[src/adcrf_pkg.sv]
// Constants shared by the converter result formatter design
package adcrf_pkg;

   // ************************************************************
   // Widths
   // ************************************************************
   localparam int ADDR_W   = 8;
   localparam int DATA_W   = 8;
   localparam int RESULT_W = 10;

   // ************************************************************
   // Register offsets
   // ************************************************************
   localparam logic [7:0] OFS_CONTROL_ZERO = 8'h00;
   localparam logic [7:0] OFS_CONTROL_ONE  = 8'h01;
   localparam logic [7:0] OFS_RESULT_HIGH  = 8'h02;
   localparam logic [7:0] OFS_RESULT_LOW   = 8'h03;

   // ************************************************************
   // Control register zero fields
   // ************************************************************
   localparam int BIT_CONV_BUSY   = 1;
   localparam int BIT_CONV_ENABLE = 0;

   // ************************************************************
   // Control register one fields
   // ************************************************************
   localparam int BIT_JUSTIFY     = 7;
   localparam int CLKSEL_MSB      = 6;
   localparam int CLKSEL_LSB      = 4;
   localparam int BIT_NEG_REF     = 2;
   localparam int POSREF_MSB      = 1;
   localparam int POSREF_LSB      = 0;
   localparam logic [7:0] CONTROL_ONE_MASK = 8'hF7;

   // ************************************************************
   // Reset values
   // ************************************************************
   localparam logic [7:0] RST_CONTROL_ZERO = 8'h00;
   localparam logic [7:0] RST_CONTROL_ONE  = 8'h00;
   localparam logic [7:0] RST_RESULT       = 8'h00;
   localparam logic [7:0] RST_READ_DATA    = 8'h00;

   // ************************************************************
   // Justification encoding
   // ************************************************************
   localparam logic JUSTIFY_LEFT  = 1'b0;
   localparam logic JUSTIFY_RIGHT = 1'b1;

   // ************************************************************
   // Conversion sequencer states, Gray coded along the path
   // ************************************************************
   typedef enum logic [1:0] {
      SEQ_IDLE = 2'b00,
      SEQ_REQ  = 2'b01,
      SEQ_WAIT = 2'b11,
      SEQ_LOAD = 2'b10
   } adcrf_seq_state_t;

endpackage

[src/adcrf_top.sv]
// Converter control and result formatting registers with their sequencer
//
// Overview of operation
// - Left justified: result bits 9..2 go to high byte bits 7..0.
// - Left justified: result bits 1..0 go to low byte bits 7..6.
// - Left justified: low byte bits 5..0 carry no result data.
// - Right justified: result bits 9..8 go to high byte bits 1..0.
// - Right justified: high byte bits 7..2 carry no result data.
// - Right justified: result bits 7..0 go to low byte bits 7..0.
// - Busy flag set by software while enable is set starts conversion; hardware clears it when done.
`timescale 1ns/1ps
`default_nettype none
module adcrf_top #(
   parameter int RESULT_W = 10
) (
   input  wire logic                mclk_in,
   input  wire logic                rst_n_in,
   input  wire logic [7:0]          addr_in,
   input  wire logic [7:0]          wdata_in,
   input  wire logic                wr_in,
   input  wire logic                rd_in,
   output logic      [7:0]          rdata_out,
   input  wire logic                conv_valid_in,
   input  wire logic [RESULT_W-1:0] conv_data_in,
   output logic                     conv_start_out,
   output logic                     conv_enable_out,
   output logic      [2:0]          conversion_clock_select_out,
   output logic                     negative_reference_select_out,
   output logic      [1:0]          positive_reference_select_out
);

   logic                busy_q;
   logic                enable_q;
   logic                justify_select_q;
   logic [2:0]          clk_sel_q;
   logic                neg_ref_q;
   logic [1:0]          pos_ref_q;
   logic [7:0]          result_high_byte_q;
   logic [7:0]          result_low_byte_q;
   logic                done;
   logic [RESULT_W-1:0] captured;
   logic [7:0]          fmt_high;
   logic [7:0]          fmt_low;
   logic                wr_ctl0;
   logic                wr_ctl1;
   logic [7:0]          ctl0_view;
   logic [7:0]          ctl1_view;
   logic [7:0]          rdata_d;

   assign wr_ctl0 = wr_in && (addr_in == adcrf_pkg::OFS_CONTROL_ZERO);
   assign wr_ctl1 = wr_in && (addr_in == adcrf_pkg::OFS_CONTROL_ONE);

   // ************************************************************
   // Control register zero: enable and busy flag
   // ************************************************************
   always_ff @(posedge mclk_in) begin
      if (!rst_n_in) begin
         enable_q <= adcrf_pkg::RST_CONTROL_ZERO[adcrf_pkg::BIT_CONV_ENABLE];
      end else if (wr_ctl0) begin
         enable_q <= wdata_in[adcrf_pkg::BIT_CONV_ENABLE];
      end
   end

   always_ff @(posedge mclk_in) begin
      if (!rst_n_in) begin
         busy_q <= adcrf_pkg::RST_CONTROL_ZERO[adcrf_pkg::BIT_CONV_BUSY];
      end else if (wr_ctl0) begin
         // A software write in the completion cycle wins, so a restart is not lost
         busy_q <= wdata_in[adcrf_pkg::BIT_CONV_BUSY];
      end else if (done || !enable_q) begin
         busy_q <= 1'b0;
      end
   end

   // ************************************************************
   // Control register one: justification, clock and references
   // ************************************************************
   always_ff @(posedge mclk_in) begin
      if (!rst_n_in) begin
         justify_select_q <= adcrf_pkg::RST_CONTROL_ONE[adcrf_pkg::BIT_JUSTIFY];
         clk_sel_q        <= adcrf_pkg::RST_CONTROL_ONE[adcrf_pkg::CLKSEL_MSB:
                                                        adcrf_pkg::CLKSEL_LSB];
         neg_ref_q        <= adcrf_pkg::RST_CONTROL_ONE[adcrf_pkg::BIT_NEG_REF];
         pos_ref_q        <= adcrf_pkg::RST_CONTROL_ONE[adcrf_pkg::POSREF_MSB:
                                                        adcrf_pkg::POSREF_LSB];
      end else if (wr_ctl1) begin
         justify_select_q <= wdata_in[adcrf_pkg::BIT_JUSTIFY];
         clk_sel_q        <= wdata_in[adcrf_pkg::CLKSEL_MSB:adcrf_pkg::CLKSEL_LSB];
         neg_ref_q        <= wdata_in[adcrf_pkg::BIT_NEG_REF];
         pos_ref_q        <= wdata_in[adcrf_pkg::POSREF_MSB:adcrf_pkg::POSREF_LSB];
      end
   end

   // ************************************************************
   // Conversion sequencer and result formatting
   // ************************************************************
   adcrf_sequencer #(
      .RESULT_W (RESULT_W)
   ) u_seq (
      .mclk_in        (mclk_in),
      .rst_n_in       (rst_n_in),
      .busy_in        (busy_q),
      .enable_in      (enable_q),
      .conv_valid_in  (conv_valid_in),
      .conv_data_in   (conv_data_in),
      .conv_start_out (conv_start_out),
      .done_out       (done),
      .result_out     (captured)
   );

   adcrf_formatter #(
      .RESULT_W (RESULT_W)
   ) u_fmt (
      .result_in     (captured),
      .justify_in    (justify_select_q),
      .high_byte_out (fmt_high),
      .low_byte_out  (fmt_low)
   );

   // ************************************************************
   // Result registers: software writable, loaded on completion
   // ************************************************************
   always_ff @(posedge mclk_in) begin
      if (!rst_n_in) begin
         result_high_byte_q <= adcrf_pkg::RST_RESULT;
      end else if (done) begin
         result_high_byte_q <= fmt_high;
      end else if (wr_in && (addr_in == adcrf_pkg::OFS_RESULT_HIGH)) begin
         result_high_byte_q <= wdata_in;
      end
   end

   always_ff @(posedge mclk_in) begin
      if (!rst_n_in) begin
         result_low_byte_q <= adcrf_pkg::RST_RESULT;
      end else if (done) begin
         result_low_byte_q <= fmt_low;
      end else if (wr_in && (addr_in == adcrf_pkg::OFS_RESULT_LOW)) begin
         result_low_byte_q <= wdata_in;
      end
   end

   // ************************************************************
   // Read path: data stands only in the cycle after the strobe
   // ************************************************************
   always_comb begin
      ctl0_view = 8'h00;
      ctl0_view[adcrf_pkg::BIT_CONV_BUSY]   = busy_q;
      ctl0_view[adcrf_pkg::BIT_CONV_ENABLE] = enable_q;
      ctl1_view = {justify_select_q, clk_sel_q, 1'b0, neg_ref_q, pos_ref_q}
                  & adcrf_pkg::CONTROL_ONE_MASK;
   end

   always_comb begin
      rdata_d = adcrf_pkg::RST_READ_DATA;
      if (rd_in) begin
         case (addr_in)
            adcrf_pkg::OFS_CONTROL_ZERO: rdata_d = ctl0_view;
            adcrf_pkg::OFS_CONTROL_ONE:  rdata_d = ctl1_view;
            adcrf_pkg::OFS_RESULT_HIGH:  rdata_d = result_high_byte_q;
            adcrf_pkg::OFS_RESULT_LOW:   rdata_d = result_low_byte_q;
            default:                     rdata_d = adcrf_pkg::RST_READ_DATA;
         endcase
      end
   end

   always_ff @(posedge mclk_in) begin
      if (!rst_n_in) begin
         rdata_out <= adcrf_pkg::RST_READ_DATA;
      end else begin
         rdata_out <= rdata_d;
      end
   end

   // ************************************************************
   // Settings driven to the analog front end
   // ************************************************************
   always_ff @(posedge mclk_in) begin
      if (!rst_n_in) begin
         conv_enable_out               <= 1'b0;
         conversion_clock_select_out   <= 3'h0;
         negative_reference_select_out <= 1'b0;
         positive_reference_select_out <= 2'h0;
      end else begin
         conv_enable_out               <= enable_q;
         conversion_clock_select_out   <= clk_sel_q;
         negative_reference_select_out <= neg_ref_q;
         positive_reference_select_out <= pos_ref_q;
      end
   end

endmodule
`default_nettype wire

[src/adcrf_formatter.sv]
// Places a ten bit conversion result into the two result bytes
`timescale 1ns/1ps
`default_nettype none
module adcrf_formatter #(
   parameter int RESULT_W = 10
) (
   input  wire logic [RESULT_W-1:0] result_in,
   input  wire logic                justify_in,
   output logic      [7:0]          high_byte_out,
   output logic      [7:0]          low_byte_out
);

   always_comb begin
      if (justify_in == adcrf_pkg::JUSTIFY_RIGHT) begin
         high_byte_out = {6'h00, result_in[9:8]};
         low_byte_out  = result_in[7:0];
      end else begin
         high_byte_out = result_in[9:2];
         low_byte_out  = {result_in[1:0], 6'h00};
      end
   end

endmodule
`default_nettype wire

[src/adcrf_sequencer.sv]
// Runs one conversion request and reports its completion
`timescale 1ns/1ps
`default_nettype none
module adcrf_sequencer #(
   parameter int RESULT_W = 10
) (
   input  wire logic                mclk_in,
   input  wire logic                rst_n_in,
   input  wire logic                busy_in,
   input  wire logic                enable_in,
   input  wire logic                conv_valid_in,
   input  wire logic [RESULT_W-1:0] conv_data_in,
   output logic                     conv_start_out,
   output logic                     done_out,
   output logic      [RESULT_W-1:0] result_out
);

   adcrf_pkg::adcrf_seq_state_t state_q;

   // ************************************************************
   // State machine
   // ************************************************************
   always_ff @(posedge mclk_in) begin
      if (!rst_n_in) begin
         state_q <= adcrf_pkg::SEQ_IDLE;
      end else begin
         case (state_q)
            adcrf_pkg::SEQ_IDLE: begin
               if (busy_in && enable_in) begin
                  state_q <= adcrf_pkg::SEQ_REQ;
               end
            end
            adcrf_pkg::SEQ_REQ: begin
               state_q <= adcrf_pkg::SEQ_WAIT;
            end
            adcrf_pkg::SEQ_WAIT: begin
               // Software dropping busy or enable abandons the conversion
               if (!busy_in || !enable_in) begin
                  state_q <= adcrf_pkg::SEQ_IDLE;
               end else if (conv_valid_in) begin
                  state_q <= adcrf_pkg::SEQ_LOAD;
               end
            end
            adcrf_pkg::SEQ_LOAD: begin
               state_q <= adcrf_pkg::SEQ_IDLE;
            end
            default: begin
               state_q <= adcrf_pkg::SEQ_IDLE;
            end
         endcase
      end
   end

   // ************************************************************
   // Start pulse to the analog front end
   // ************************************************************
   always_ff @(posedge mclk_in) begin
      if (!rst_n_in) begin
         conv_start_out <= 1'b0;
      end else begin
         conv_start_out <= (state_q == adcrf_pkg::SEQ_IDLE) && busy_in && enable_in;
      end
   end

   // ************************************************************
   // Result capture and completion pulse
   // ************************************************************
   always_ff @(posedge mclk_in) begin
      if (!rst_n_in) begin
         done_out   <= 1'b0;
         result_out <= '0;
      end else begin
         done_out <= (state_q == adcrf_pkg::SEQ_WAIT) && busy_in && enable_in
                     && conv_valid_in;
         if ((state_q == adcrf_pkg::SEQ_WAIT) && conv_valid_in) begin
            result_out <= conv_data_in;
         end
      end
   end

endmodule
`default_nettype wire

[config.mk]
export PLATFORM = sky130hd
export DESIGN_NAME = adcrf_top
export DESIGN_NICKNAME = d
export VERILOG_FILES = /design/src/adcrf_pkg.sv /design/src/adcrf_top.sv /design/src/adcrf_formatter.sv /design/src/adcrf_sequencer.sv
export SDC_FILE = /design/constraint.sdc
export NUM_CORES = 1
export LEC_CHECK = 0
export BUFFER_PORTS_ARGS = -buffer_cell sky130_fd_sc_hd__buf_2
export CAP_MARGIN = 30
export CORE_ASPECT_RATIO = 0.5
export CORE_MARGIN = 1
export CORE_UTILIZATION = 40
export CTS_CLUSTER_SIZE = 20
export DETAILED_ROUTE_END_ITERATION = 7
export PLACE_DENSITY = 0.68
export SLEW_MARGIN = 10
export SYNTH_ARGS = -nofsm -noshare
export SYNTH_HDL_FRONTEND = slang
export SYNTH_SLANG_ARGS = --single-unit
export TNS_END_PERCENT = 10
[constraint.sdc]
create_clock -name mclk_in -period 1.8 [get_ports mclk_in]
set_input_delay 0.27 -clock mclk_in [delete_from_list [all_inputs] [get_ports mclk_in]]
set_output_delay 0.27 -clock mclk_in [all_outputs]
set_load 0.01 [all_outputs]
Yosys cells after proc, flatten, opt, wreduce, memory -nomap -nowiden
Index checks and enable logic that the tools add are counted.
{"block": "word_totals", "register_bits": 54, "in_bits": 31, "elab_cells": 60}
{"block": "op_classes", "eq_ne": 8, "muxes": 13, "n_reduce_logical": 22}
{"operator": "8-bit 2-to-1 mux", "n": 6}
{"operator": "8-bit case mux with 4 select lines", "n": 1}
{"operator": "8-bit by 2-bit equality test with 1-bit output (second input constant)", "n": 2}
{"operator": "1-bit logical AND", "n": 11}
{"operator": "8-bit by 1-bit equality test with 1-bit output (second input constant)", "n": 1}
{"operator": "8-bit logical NOT", "n": 1}
{"operator": "2-bit case mux with 4 select lines", "n": 1}
{"operator": "2-bit 2-to-1 mux", "n": 3}
{"operator": "2-bit nonzero test", "n": 3}
{"operator": "2-bit equality test (second input constant)", "n": 2}
{"operator": "2-bit AND reduction", "n": 2}
{"operator": "3-bit by 2-bit inequality test with 1-bit output (second input constant)", "n": 1}
{"operator": "2-bit by 1-bit equality test with 1-bit output (second input constant)", "n": 1}
{"operator": "1-bit logical NOT", "n": 2}
{"operator": "2-bit logical NOT", "n": 1}
{"operator": "1-bit logical OR", "n": 2}
{"operator": "1-bit 2-to-1 mux", "n": 2}
{"operator": "2-bit by 1-bit inequality test with 1-bit output (second input constant)", "n": 1}

Longest topological paths before layout
{"block": "depth", "word_depth": 4, "mapped_depth": 5, "depth_no_buf": 3}

Hierarchy
Synthesis repeated with hierarchy kept, for this count alone.
{"block": "hier_totals", "hier_cells": 289, "area_unflattened_um2": 2723.9}
{"module": "adcrf_top", "n_inst": 1, "cells_per_inst": 212, "area_per_inst_um2": 2013.2, "seq_area_each_um2": 800.8}
{"module": "adcrf_sequencer", "n_inst": 1, "cells_per_inst": 59, "area_per_inst_um2": 553.0, "seq_area_each_um2": 280.3}
{"module": "adcrf_formatter", "n_inst": 1, "cells_per_inst": 18, "area_per_inst_um2": 157.7, "seq_area_each_um2": 0.0}

Worst setup path before layout
No wires, ideal clock.
{"block": "synth_path", "kind": "input to register", "start": "input addr_in[3]", "end": "register result_high_byte_q[6]", "setup_time_ns": 0.129, "arrival_time_ns": 1.458, "path_slack_ns": 0.212, "path_stages": 5, "n_path_buf": 2, "path_cell_list": "or4_4 > buf_6 > buf_6 > o311ai_0 > a31oi_1"}
{"block": "synth_via", "elab_chain_len": 3}
{"item": "from (decl)", "line_no": "adcrf_top.sv:18", "source": "input wire logic [7:0] addr_in,"}
{"item": "8-bit by 2-bit equality test with 1-bit output", "line_no": "adcrf_top.sv:128", "source": "end else if (wr_in && (addr_in == adcrf_pkg::OFS_RESULT_HIGH)) begin"}
{"item": "1-bit logical AND", "line_no": "adcrf_top.sv:128"}
{"item": "2-bit nonzero test (no source line)"}
{"item": "to (signal assigned)", "line_no": "adcrf_top.sv:125", "source": "result_high_byte_q <= adcrf_pkg::RST_RESULT;"}
{"item": "to (signal assigned)", "line_no": "adcrf_top.sv:127", "source": "result_high_byte_q <= fmt_high;"}
{"item": "to (signal assigned)", "line_no": "adcrf_top.sv:129", "source": "result_high_byte_q <= wdata_in;"}
{"item": "to (decl)", "line_no": "adcrf_top.sv:38", "source": "logic [7:0] result_high_byte_q;"}
Every way passes these cells.
A chain may end at the register's enable or synchronous reset.

Final worst setup path
{"block": "layout_path", "start": "register u_seq.done_out", "end": "register result_high_byte_q[3]"}
{"block": "layout_via", "elab_chain_len": 1, "elab_cells_between_ends": 2, "classes_between": "mux: 1; reduce/logical: 1"}
{"item": "from (decl)", "line_no": "adcrf_sequencer.sv:14", "source": "output logic done_out,"}
{"item": "from (signal assigned)", "line_no": "adcrf_sequencer.sv:73", "source": "done_out <= (state_q == adcrf_pkg::SEQ_WAIT) && busy_in && enable_in"}
{"item": "8-bit 2-to-1 mux or 2-bit nonzero test (tied branches)"}
Parallel ways exist; a longest one is shown, timed or not.

==> flow_results.org <==
** GRT
- Met2 layer usage reported by global route :: between 30% and 40%
- Total grt overflow :: 0
- GRT Max-Usage Layer :: met2
- The first global-routing pass estimated a little over 10000 um of wire.
- Global routing consumed, over all layers together, about a fifth of the routing resources.
- Met1 track utilization from global routing :: a little under 30%
- The number of antenna violations at the first check in global routing is 0.
- Met3 track demand over resource :: 4.50%
- The via count of the first global-routing pass came to 2073.
- Pin count of the biggest net entering global routing :: 28

** Synth
- Main flop type after synthesis :: sky130_fd_sc_hd__dfxtp_1
- Share of the yosys chip area belonging to registers :: roughly 43%
- By area, the combinational part of the netlist is dominated by compound AO/OA/AOI/OAI gates.
- Counting instances in the post-synthesis netlist gives the leading cell types as 54 x sky130_fd_sc_hd__dfxtp_1, 27 x sky130_fd_sc_hd__a21oi_1, 26 x sky130_fd_sc_hd__nand2_1, 21 x sky130_fd_sc_hd__clkbuf_1, 16 x sky130_fd_sc_hd__nor2_1.
- Compound-Gate Fraction of Synth Area :: about a quarter
- Register bit count reported by yosys :: 54
- The Yosys step of the flow raised 0 warnings.
- Area leader, netlist :: sky130_fd_sc_hd__dfxtp_1
- By area the synthesized netlist is led by sky130_fd_sc_hd__dfxtp_1 43%, sky130_fd_sc_hd__a21oi_1 5.4%, sky130_fd_sc_hd__mux2_2 4.1%, sky130_fd_sc_hd__nand2_1 3.9%, sky130_fd_sc_hd__nand4_1 3.5%.
- In this run, synthesis inferred 0 flip-flops with an integrated enable.
- Adder-cell area share of the yosys netlist :: 0%
- The synthesized design devotes to its leading area cell type between 40% and 50% of total area.
- The number of different library cells used by synthesis comes to 43.
- The most common cell in the synthesized netlist is sky130_fd_sc_hd__dfxtp_1.
- After synthesis, the share of flip-flops with an asynchronous set or reset is 0%.
- Net count after synthesis :: 313
- Cells after Synth :: 282
- Cell area after technology mapping :: between 2000 and 3000 um^2
- After Yosys synthesis, and, or, nand and nor cells account for between 20% and 30% of the synthesized area.
- Of the total synthesized cell area, the portion taken by XOR and XNOR cells is 0%.
- Mux contribution to synthesized area :: roughly 6.3%
- Avg Synthesized Cell Area :: approximately 8.9 um^2

** Critical path
- Data on the critical path is required at its endpoint by approximately 2.0 ns.
- Setup crit start kind :: register
- The number of cells on the worst reg-to-reg path is 3.
- The critical path contains buffers and inverters numbering 0 combined.
- The startpoint identified for the worst register-to-register timing path is u_seq.done_out.
- Among cell families on the critical path, the largest total delay comes from flip-flops.
- The critical path in this run is classified as register to register.
- Slowest stage cell, crit path :: sky130_fd_sc_hd__dfxtp_1
- The largest single stage delay on the critical path is 0.60 ns.
- The critical path starts at u_seq.done_out.
- Register-to-register setup slack :: about 0.23 ns
- Counting buffers and inverters, the worst setup path is 3 cells deep.
- Critical path data arrival time :: roughly 1.8 ns
- The endpoint identified for the worst register-to-register timing path is result_high_byte_q[3].
- In this run the worst path has a maximum fanout of 12.
- The worst setup path is captured at a register.
- The critical path goes through nor2b_1, a21oi_1, a211oi_1.
- The most critical setup path has its endpoint at result_high_byte_q[3].

** Timing
- Based on the critical path, the design can be clocked at up to ~640 MHz.
- On the final layout, the worst clock skew is 0.00408 ns.
- The number of hold-slack violations in the final timing report was 0.
- Fin Hold WS :: around 0.22 ns
- Remaining max-slew budget at the tightest pin :: 50.7%
- Count of endpoints failing setup in the final report :: 0
- The final-report max-slew violation count came to 0.
- The smallest clock period supported by the final layout is computed as between 1.5 and 2 ns.
- Final TNS setup :: 0 ns
- RSZ-0062 raised after global routing :: no
- Worst-margin pin slew :: 0.739 ns
- Fraction of the cycle the final worst path needs :: 87.2%

** Route
- The final layout contains routed wiring with a total length of 6380 um.
- TritonRoute pass-1 iters :: 4
- In the routed layout, each cell is associated on average with a via count of between 5 and 6.
- In the final routed layout, each cell accounts on average for about 16 um.
- Post-DRT Antenna Nets :: 0
- The routed layout has around 2300 vias.
- In the routed design, unresolved DRC markers number 0.
- In this run, the number of DRC markers left after iteration 0 of detailed routing was 162.

** Floorplanning
- The die is 114 um wide.
- Starting density of the core :: 43.5%
- Core region area :: roughly 5800 um^2
- The die is 57.9 um tall.
- Std cell rows :: 19
- The floorplan step defined a die boundary enclosing between 6000 and 7000 um^2.
- Top-level I/O count :: between 40 and 50

** Layout
- Antenna fix cells :: 0
- Nets :: 353
- Area growth from synthesis to layout :: 19.8%
- Share of cells above drive strength 1 :: around 26%

** Pwr
- The design draws roughly 0.0024 W.
- Power spread over the standard cell area amounts to ~810 nW/um^2.
- The analysis attributes to cell leakage a power of ~1.1 nW.
- Maximum ir drop on the vdd rail :: ~390 uV

** Clock tree
- Post-CTS setup repair buffer count :: 0
- Buffers inserted during clock tree synthesis total 5.
- Buffer levels on the longest clock path :: 2
- Number of sinks handled by clock tree synthesis :: 54
- Clock tree synthesis selected as its root buffer the cell sky130_fd_sc_hd__clkbuf_16.
- Number of H-tree branching levels :: 2
- The number of gates resized after CTS was 0.
- Clk pin slew, worst setup/hold paths :: around 0.060 ns
- TritonCTS built the clock tree.
- Worst skew pair latency :: 0.29 ns
- Buffers inserted to repair hold after CTS numbered 0.

** Flow run
- Max-cap violations in this run came to 0.

** Place
- During placement, the flow inserted port buffers numbering 46.
- Dpl hpwl :: 4550 um
- The congestion estimate from routability-driven global placement came to roughly 0.82.

** Min path
- The tightest min-delay check is of the input port to register type.

** Outcome
- Outcome :: finished clean
[through the flow]
step	cells	util [%]	worst slack, ns	cell area, um^2
floorplan	282	-	0.212	2500
global placement	399	49.2	0.0636	2830
detailed placement	399	49.2	-0.0167	2830
CTS	407	52.1	0.281	3000
global route	407	52.1	0.120	3000
finish	407	52.1	0.230	3000
[sequential cells by signal, summed over array words and instances (netlist names), 2 cells and up]
signal,cells
u_seq.result_out,10
rdata_out,8
result_high_byte_q,8
result_low_byte_q,8
clk_sel_q,3
conversion_clock_select_out,3
pos_ref_q,2
positive_reference_select_out,2
u_seq.state_q,2
[where the power goes]
group	switching, W	total [W]	leakage [nW]	internal [W]
sequential	0.000000633	0.00120	0.435	0.00120
clock	0.000410	0.00107	0.0781	0.000658
combinational	0.0000938	0.000150	0.592	0.0000558
total	0.000505	0.00241	1.11	0.00191
[layer usage]
metal	vias to the layer above	routed length [um]
met5	-	0
met4	0	57
met3	5	439
met2	68	2670
met1	1068	3220
li1	1124	-
[placed cells by master, fill, tap and decap left out, types with 10 or more instances in the layout]
cell / instances
sky130_fd_sc_hd__and2_1: 11
sky130_fd_sc_hd__o21ai_0: 12
sky130_fd_sc_hd__dfxtp_1: 54
sky130_fd_sc_hd__buf_4: 12
sky130_fd_sc_hd__o31ai_1: 11
sky130_fd_sc_hd__a21oi_1: 27
sky130_fd_sc_hd__o31a_1: 10
sky130_fd_sc_hd__nor2_1: 16
sky130_fd_sc_hd__nand4_1: 14
sky130_fd_sc_hd__buf_2: 46
sky130_fd_sc_hd__nand2_1: 26
[worst min path at each step]
stage | from | to | slack [ns] | cells after the start
after global placement | result_high_byte_q[0] | result_high_byte_q[0] | 0.47 | 2
final | conv_data_in[4] | u_seq.result_out[4] | 0.22 | 3
after detailed placement | u_seq.result_out[0] | u_seq.result_out[0] | 0.47 | 2
after CTS | conv_data_in[8] | u_seq.result_out[8] | 0.21 | 3
after global routing | conv_data_in[2] | u_seq.result_out[2] | 0.22 | 3
after floorplan | conv_data_in[0] | u_seq.result_out[0] | 0.41 | 2
[final cells by class]
cell class              instances  area (um^2)
fillers                       563         2760
clock buffers                   7          133
clock inverters                 1         30.0
flip-flops and latches         54         1080
inverters                       3         11.3
repair buffers                 59          340
multi-input cells             199         1290
well taps                      84          105
[tightest hold or removal path, delay by kind of cell]
family | cells | cell delay (ns)
buffers and inverters | 1 | 0.10
and+or+nand+nor | 1 | 0.05
AOI/OAI and AO/OA | 1 | 0.05
[cell families after synthesis]
logic type / count (synthesis)
AO/OA/AOI/OAI: 90
buffers and inverters: 29
flip-flops: 54
multiplexers: 12
AND/OR/NAND/NOR: 97
No activity file was read; power rests on OpenSTA's default activity.
